--- src/hw/rx_overhead_regs.vh ---
// Constants for the receive overhead serial output port
`ifndef RX_OVERHEAD_REGS_VH
`define RX_OVERHEAD_REGS_VH

// Frame layout
`define E3_FRAME_BITS      1536
`define OH_BITS_PER_FRAME  12
`define OH_CNT_W           4
`define OH_LAST_INDEX      4'hB

// Overhead clock timing: half period of the overhead clock
`define MCLK_PERIOD_NS     10
`define OH_HALF_PERIOD_NS  40
`define OH_HALF_CYCLES     (`OH_HALF_PERIOD_NS / `MCLK_PERIOD_NS)

// Reset values
`define OH_CLK_RESET       1'h0
`define OH_DATA_RESET      1'h0
`define OH_FRAME_RESET     1'h0
`define OH_OVERRUN_RESET   1'h0
`define OH_PEND_RESET      1'h0

`endif

--- src/hw/rx_overhead_serial_port.v ---
// Receive overhead serial output port with free running overhead clock
// Operation
// - Overhead bits leave serially; data changes on the overhead clock falling edge.
// - Frame start high exactly one overhead clock period with first overhead bit.
// - Overhead data output always enabled; no disable input or bit exists.
// - Overhead clock runs continuously, never stopped or gated.
// - Count 11 is alignment bit 9, 10..2 bits 8..0, 1 A, 0 N.
// - An E3 frame is 1536 bits, twelve of them overhead bits.
`timescale 1ns/1ps
`default_nettype none
`include "rx_overhead_regs.vh"

module rx_overhead_serial_port #(
   parameter HALF_CYCLES = `OH_HALF_CYCLES,
   parameter DIV_W       = 8
) (
   // Clock and reset
   input  wire                          mclk,
   input  wire                          reset,
   // Overhead word from the receive framer, one per E3 frame
   input  wire                          ovh_load,
   input  wire [`OH_BITS_PER_FRAME-1:0] ovh_word,
   // Overhead serial link to terminal equipment
   output reg                           rx_overhead_serial_out,
   output reg                           rx_overhead_bit_clock,
   output reg                           rx_overhead_frame_start,
   // Status
   output reg                           ovh_overrun
);

   ////////////////////////////////////////////////////////////////////////////
   // Local constants

   localparam integer                  DIV_LAST_I = HALF_CYCLES - 1;
   localparam [DIV_W-1:0]              DIV_LAST   = DIV_LAST_I[DIV_W-1:0];
   localparam [DIV_W-1:0]              DIV_ZERO   = {DIV_W{1'h0}};
   localparam [DIV_W-1:0]              DIV_ONE    = {{(DIV_W-1){1'h0}}, 1'h1};
   localparam [`OH_CNT_W-1:0]          CNT_ZERO   = {`OH_CNT_W{1'h0}};
   localparam [`OH_CNT_W-1:0]          CNT_ONE    = {{(`OH_CNT_W-1){1'h0}}, 1'h1};
   localparam [`OH_CNT_W-1:0]          CNT_LAST   = `OH_LAST_INDEX;
   localparam [`OH_BITS_PER_FRAME-1:0] WORD_ZERO  = {`OH_BITS_PER_FRAME{1'h0}};
   localparam integer                  MSB        = `OH_BITS_PER_FRAME - 1;

   // Serialiser states, one-hot
   localparam [1:0]                    ST_IDLE    = 2'h1;
   localparam [1:0]                    ST_SHIFT   = 2'h2;

   ////////////////////////////////////////////////////////////////////////////
   // State and next-state signals

   reg  [DIV_W-1:0]              div_q;
   reg  [DIV_W-1:0]              div_d;
   reg                           clk_d;
   reg  [1:0]                    state_q;
   reg  [1:0]                    state_d;
   reg  [`OH_CNT_W-1:0]          cnt_q;
   reg  [`OH_CNT_W-1:0]          cnt_d;
   reg  [`OH_BITS_PER_FRAME-1:0] sh_q;
   wire [`OH_BITS_PER_FRAME-1:0] sh_d;
   reg  [`OH_BITS_PER_FRAME-1:0] pend_word_q;
   reg  [`OH_BITS_PER_FRAME-1:0] pend_word_d;
   reg                           pend_q;
   reg                           pend_d;
   reg                           overrun_d;
   reg                           data_d;
   reg                           frame_d;
   reg                           take_word;
   reg                           shift_word;
   wire                          half_done;
   wire                          falling;
   wire                          word_done;

   genvar                        g;

   assign half_done = (div_q == DIV_LAST);
   assign falling   = half_done & rx_overhead_bit_clock;
   assign word_done = (cnt_q == CNT_ZERO);

   ////////////////////////////////////////////////////////////////////////////
   // Overhead clock divider; free running from reset on, with no gate or enable

   always @* begin
      div_d = div_q + DIV_ONE;
      clk_d = rx_overhead_bit_clock;
      if (half_done) begin
         div_d = DIV_ZERO;
         clk_d = ~rx_overhead_bit_clock;
      end
   end

   always @(posedge mclk or posedge reset) begin
      if (reset) begin
         div_q                 <= DIV_ZERO;
         rx_overhead_bit_clock <= `OH_CLK_RESET;
      end else begin
         div_q                 <= div_d;
         rx_overhead_bit_clock <= clk_d;
      end
   end

   ////////////////////////////////////////////////////////////////////////////
   // Serialiser control
   // Data and frame start move only on the edge where the bit clock falls, so the
   // far end gets half a bit period of settling before its rising edge

   always @* begin
      state_d    = state_q;
      cnt_d      = cnt_q;
      data_d     = rx_overhead_serial_out;
      frame_d    = rx_overhead_frame_start;
      take_word  = 1'h0;
      shift_word = 1'h0;
      case (state_q)
         ST_IDLE: begin
            if (falling) begin
               if (pend_q) begin
                  take_word = 1'h1;
                  state_d   = ST_SHIFT;
                  cnt_d     = CNT_LAST;
                  data_d    = pend_word_q[MSB];
                  frame_d   = 1'h1;
               end else begin
                  data_d    = 1'h0;
                  frame_d   = 1'h0;
               end
            end
         end
         ST_SHIFT: begin
            if (falling) begin
               if (!word_done) begin
                  shift_word = 1'h1;
                  cnt_d      = cnt_q - CNT_ONE;
                  data_d     = sh_q[MSB];
                  frame_d    = 1'h0;
               end else if (pend_q) begin
                  // Back to back words: the next one starts right after the N bit
                  take_word  = 1'h1;
                  cnt_d      = CNT_LAST;
                  data_d     = pend_word_q[MSB];
                  frame_d    = 1'h1;
               end else begin
                  // Idle between frames drives zero; the far end ignores these bits
                  state_d    = ST_IDLE;
                  data_d     = 1'h0;
                  frame_d    = 1'h0;
               end
            end
         end
         default: begin
            state_d    = ST_IDLE;
         end
      endcase
   end

   ////////////////////////////////////////////////////////////////////////////
   // Shift register, MSB first so alignment bit 9 leads and the N bit ends the word

   generate
      for (g = 0; g < `OH_BITS_PER_FRAME; g = g + 1) begin : sh_bit
         if (g == 0) begin : sh_lsb
            assign sh_d[g] = (take_word | shift_word) ? 1'h0 : sh_q[g];
         end else begin : sh_upper
            assign sh_d[g] = take_word  ? pend_word_q[g-1] :
                             shift_word ? sh_q[g-1]        :
                                          sh_q[g];
         end
      end
   endgenerate

   ////////////////////////////////////////////////////////////////////////////
   // Pending overhead word
   // A load in the cycle that takes the old word keeps the flag set: the set wins,
   // so the new word is never lost behind the one being started

   always @* begin
      pend_d      = pend_q;
      pend_word_d = pend_word_q;
      overrun_d   = 1'h0;
      if (take_word) begin
         pend_d = 1'h0;
      end
      if (ovh_load) begin
         pend_d      = 1'h1;
         pend_word_d = ovh_word;
         overrun_d   = pend_q & ~take_word;
      end
   end

   always @(posedge mclk or posedge reset) begin
      if (reset) begin
         pend_q      <= `OH_PEND_RESET;
         pend_word_q <= WORD_ZERO;
         ovh_overrun <= `OH_OVERRUN_RESET;
      end else begin
         pend_q      <= pend_d;
         pend_word_q <= pend_word_d;
         ovh_overrun <= overrun_d;
      end
   end

   ////////////////////////////////////////////////////////////////////////////
   // Serialiser state registers

   always @(posedge mclk or posedge reset) begin
      if (reset) begin
         state_q <= ST_IDLE;
         cnt_q   <= CNT_ZERO;
         sh_q    <= WORD_ZERO;
      end else begin
         state_q <= state_d;
         cnt_q   <= cnt_d;
         sh_q    <= sh_d;
      end
   end

   ////////////////////////////////////////////////////////////////////////////
   // Output pins; the data pin has no enable and is driven at all times

   always @(posedge mclk or posedge reset) begin
      if (reset) begin
         rx_overhead_serial_out  <= `OH_DATA_RESET;
         rx_overhead_frame_start <= `OH_FRAME_RESET;
      end else begin
         rx_overhead_serial_out  <= data_d;
         rx_overhead_frame_start <= frame_d;
      end
   end

endmodule

`default_nettype wire

--- config.mk ---
export PLATFORM = sky130hd
export DESIGN_NAME = rx_overhead_serial_port
export DESIGN_NICKNAME = d
export VERILOG_FILES = /design/src/hw/rx_overhead_serial_port.v
export VERILOG_INCLUDE_DIRS = /design/src /design/src/hw
export SDC_FILE = /design/constraint.sdc
export NUM_CORES = 1
export LEC_CHECK = 0
export BUFFER_PORTS_ARGS = -buffer_cell sky130_fd_sc_hd__buf_2
export CORE_MARGIN = 2
export CORE_UTILIZATION = 45
export DETAILED_ROUTE_END_ITERATION = 8
export PLACE_DENSITY = 0.69
export SETUP_SLACK_MARGIN = 0.4
export SLEW_MARGIN = 30
export SYNTH_ARGS = -nofsm -noshare
export SYNTH_HDL_FRONTEND = slang
export SYNTH_SLANG_ARGS = --single-unit
--- constraint.sdc ---
create_clock -name mclk -period 1.7 [get_ports mclk]
set_input_delay 0.51 -clock mclk [delete_from_list [all_inputs] [get_ports mclk]]
set_output_delay 0.51 -clock mclk [all_outputs]
set_load 0.01 [all_outputs]
==> out/metrics.cfg <==
[status]
status = finished, final reports clean

[layout]
final_area_um2 = 2670
post-route-util_pct = 65.4
fillCellCount = 303
drive_above_1_share_pct = 59.3
final_nets = 222
n_antenna_cell = 0
area_growth_pct = 37.3

[place]
place.gp.congestion = 0.870
io_buffers = 18
place_area_um2 = 2200
hpwl_um = 2680

[power]
intPower_uw = 1460
ir_worst_vdd_uv = 689
power_frac_seq_pct = 57.7
switching_share_pct = 22.4
powerDensity_nw_per_um2 = 702
p_clk_share_pct = 35.0
comb_power_share_pct = 7.3
p_leak_uw = 0.00118
switching_power_uw = 421

[clock_network]
cts_buffers = 5
clk_latency_ns = 0.29
root_buffer = clkbuf_8
postCtsHoldBufs = 0
cts_max_path_buffers = 2
cts-htree-levels = 2
clkSlewWorstSetupHoldPaths_ns = 0.08
cts_tree = yes
cts.sinks = 42

[synth]
synth_fa_ha_area_share_pct = 2.57
ys.warnings.count = 0
ys_seq_area_share_pct = 54.0
synth_top_family_by_area = compound AO/OA/AOI/OAI gates
syn_nets = 171
synth_top_flop_cell = dfrtp_1
synthArstFlopShare_pct = 100
synth_seq_cells = 42
synth.avg_cell_area_um2 = 12.8
synth-xor-area-share_pct = 3.15
netlist_instances = 152
synth.area.mux_share_pct = 6.94
synth_area_um2 = 1950
yosys.area_share.simple_pct = 11.2
synth_edf_count = 0
ys_types = 46
synth_compound_area_share_pct = 18.0

[flow_run]
drv_cap = 0

[worst_setup_path]
crit_type = reg -> reg
crit_required_ns = 1.90
crit_fanout = 4
worstSetupEndpointType = register
r2r_slack_ns = 0.05
slowest_delay_ns = 0.42
r2r_start = div_q[1]
path_cells = ha_4 -> nor4bb_4 -> nand2_1 -> buf_4 -> nor4_4 -> or4_4
cp.arrival_ns = 1.86
cp-startpoint = div_q[1]
cp_num_buf_inv = 1
crit_family = simple AND/OR/NAND/NOR gates
crit_path_start_kind = register
crit_slowest_cell = dfrtp_1

[route]
drtPass1Iterations = 4
postRouteAntennaNets = 0
routed_wl_um = 4540
vias = 1422
avgViaCountPerCell = 5.60
wl_per_cell_um = 17.9
route.detailed.drc = 0
drtIter0Drc = 76

[sta]
period_minus_slack_ns = 1.65
max_slew_margin_pct = 72.6
holdWs_ns = 0.211
fmax_mhz = 606
fin_skew_ns = 0.00406
setup_tns_ns = 0
setup_viol = 0
hold_violations = 0
period_share_pct = 97.1
worst_slew_pin_slew_ns = 0.410
rsz0062_at_grt = true
finalMaxSlewViolations = 0

[grt]
grt_pass1_vias = 1486
met2_usage_pct = 31.2
grt-ovfl-total = 0
met3_usage_pct = 4.22
busiest_layer = met2
track_usage_pct = 18.2
grt_max_degree = 27
grt_pass1_wl_um = 6950
gr-usage-met1_pct = 22.1
antenna_found_initial = 0

[floorplanning]
start_util_pct = 47.6
die_area_um2 = 4870
die_h_um = 69.8
pin_count = 19
die_w_um = 69.8
rows = 23
core_um2 = 4090

[hold_path]
min_path_type = in -> async

## sequential cells by signal, summed over array words and instances (netlist names), 2 cells and up
register / cells
state_q: 2
div_q: 8
sh_q: 11
cnt_q: 4
pend_word_q: 12
## what timing repair did
| action | CTS | global route |
|---|---|---|
| gates cloned | 0 | 2 |
| setup buffers | 15 | 4 |
| pin swaps | 5 | 22 |
| setup endpoints to repair | 25 | 29 |
| resized for setup | 12 | 30 |
## logic make-up after synthesis
group                    after synthesis
buffers and inverters                 15
XOR/XNOR                               7
AND/OR/NAND/NOR                       34
adder cells (fa/ha/maj)                4
multiplexers                          12
flip-flops                            42
AO/OA/AOI/OAI                         38
## routing by layer
| metal | routed length, um | up-vias |
|---|---|---|
| met5 | 0 | - |
| met4 | 106 | 0 |
| met3 | 172 | 11 |
| met2 | 2380 | 35 |
| met1 | 1880 | 706 |
| li1 | - | 670 |
## placed cells by master (no fill, tap or decap), types with 3 or more instances in the layout
cell type  count
dfrtp_1       41
inv_1          7
nor2_1         5
mux2_2        12
xnor2_1        5
nand2_1        3
buf_6          4
nand3_1        3
a2bb2oi_2     10
clkbuf_8       6
buf_2         18
o22ai_2        9
buf_4         23
and3_4         3
## cell type report
| class | instances | area [um^2] | share of cell area [%] |
|---|---|---|---|
| clock buffers | 7 | 86.3 | 3.23 |
| clock inverters | 1 | 5.00 | 0.187 |
| inverters | 10 | 46.3 | 1.73 |
| multi-input cells | 97 | 1080 | 40.3 |
| flip-flops and latches | 42 | 1050 | 39.4 |
| well taps | 50 | 62.6 | 2.34 |
| repair buffers | 47 | 343 | 12.8 |
## power by group through the flow
stage                     Combinational (uW)  Clock (uW)  Sequential, uW
final                                    137         658            1080
after detailed placement                 126           0            1090
after floorplan                         83.0           0            1090
after global routing                     152         716            1090
after global placement                   117           0            1090
after CTS                                132         664            1080
## synth_stat cells (2+ instances only)
cell | instances | share of area [%]
o21ai_0 | 2 | 0.51
dfrtp_1 | 41 | 53
xnor2_1 | 5 | 2.2
nor4_1 | 2 | 0.64
nand2_1 | 3 | 0.58
xor2_1 | 2 | 0.90
nor2_1 | 6 | 1.2
a2bb2oi_2 | 9 | 6.9
o21a_1 | 2 | 0.77
ha_1 | 4 | 2.6
and3_1 | 3 | 0.96
inv_1 | 10 | 1.9
o21ai_2 | 2 | 0.90
mux2_2 | 12 | 6.9
o22ai_1 | 10 | 3.2
a21oi_1 | 3 | 0.77
nand3_1 | 5 | 1.3
nand4_1 | 2 | 0.64
nor2b_1 | 2 | 0.64
## worst reg2reg max path, cell delays in order, from the launching register on
cell and delay, ns:
dfrtp_1 0.42, ha_4 0.18, nor4bb_4 0.15, nand2_1 0.19, buf_4 0.17, nor4_4 0.04
or4_4 0.42
## path summary, 6_finish.rpt
check | end | depth (start not counted)
worst max-delay path | state_q[0] | 6
worst min-delay path | div_q[0] | 2
worst max register to register | state_q[0] | 6
worst min register to register | rx_overhead_bit_clock | 1
max in group asynchronous | cnt_q[2] | 3
min in group mclk | pend_word_q[2] | 2
## per-stage QoR
stage | setup slack [ns] | power [uW] | cells
after floorplan | 0.164 | 1170 | 152
after global placement | 0.0479 | 1210 | 225
after detailed placement | -0.0421 | 1220 | 225
after CTS | 0.117 | 1870 | 248
after global routing | -0.0344 | 1960 | 254
final | 0.0487 | 1880 | 254
Power figures use the tool's default switching activity.
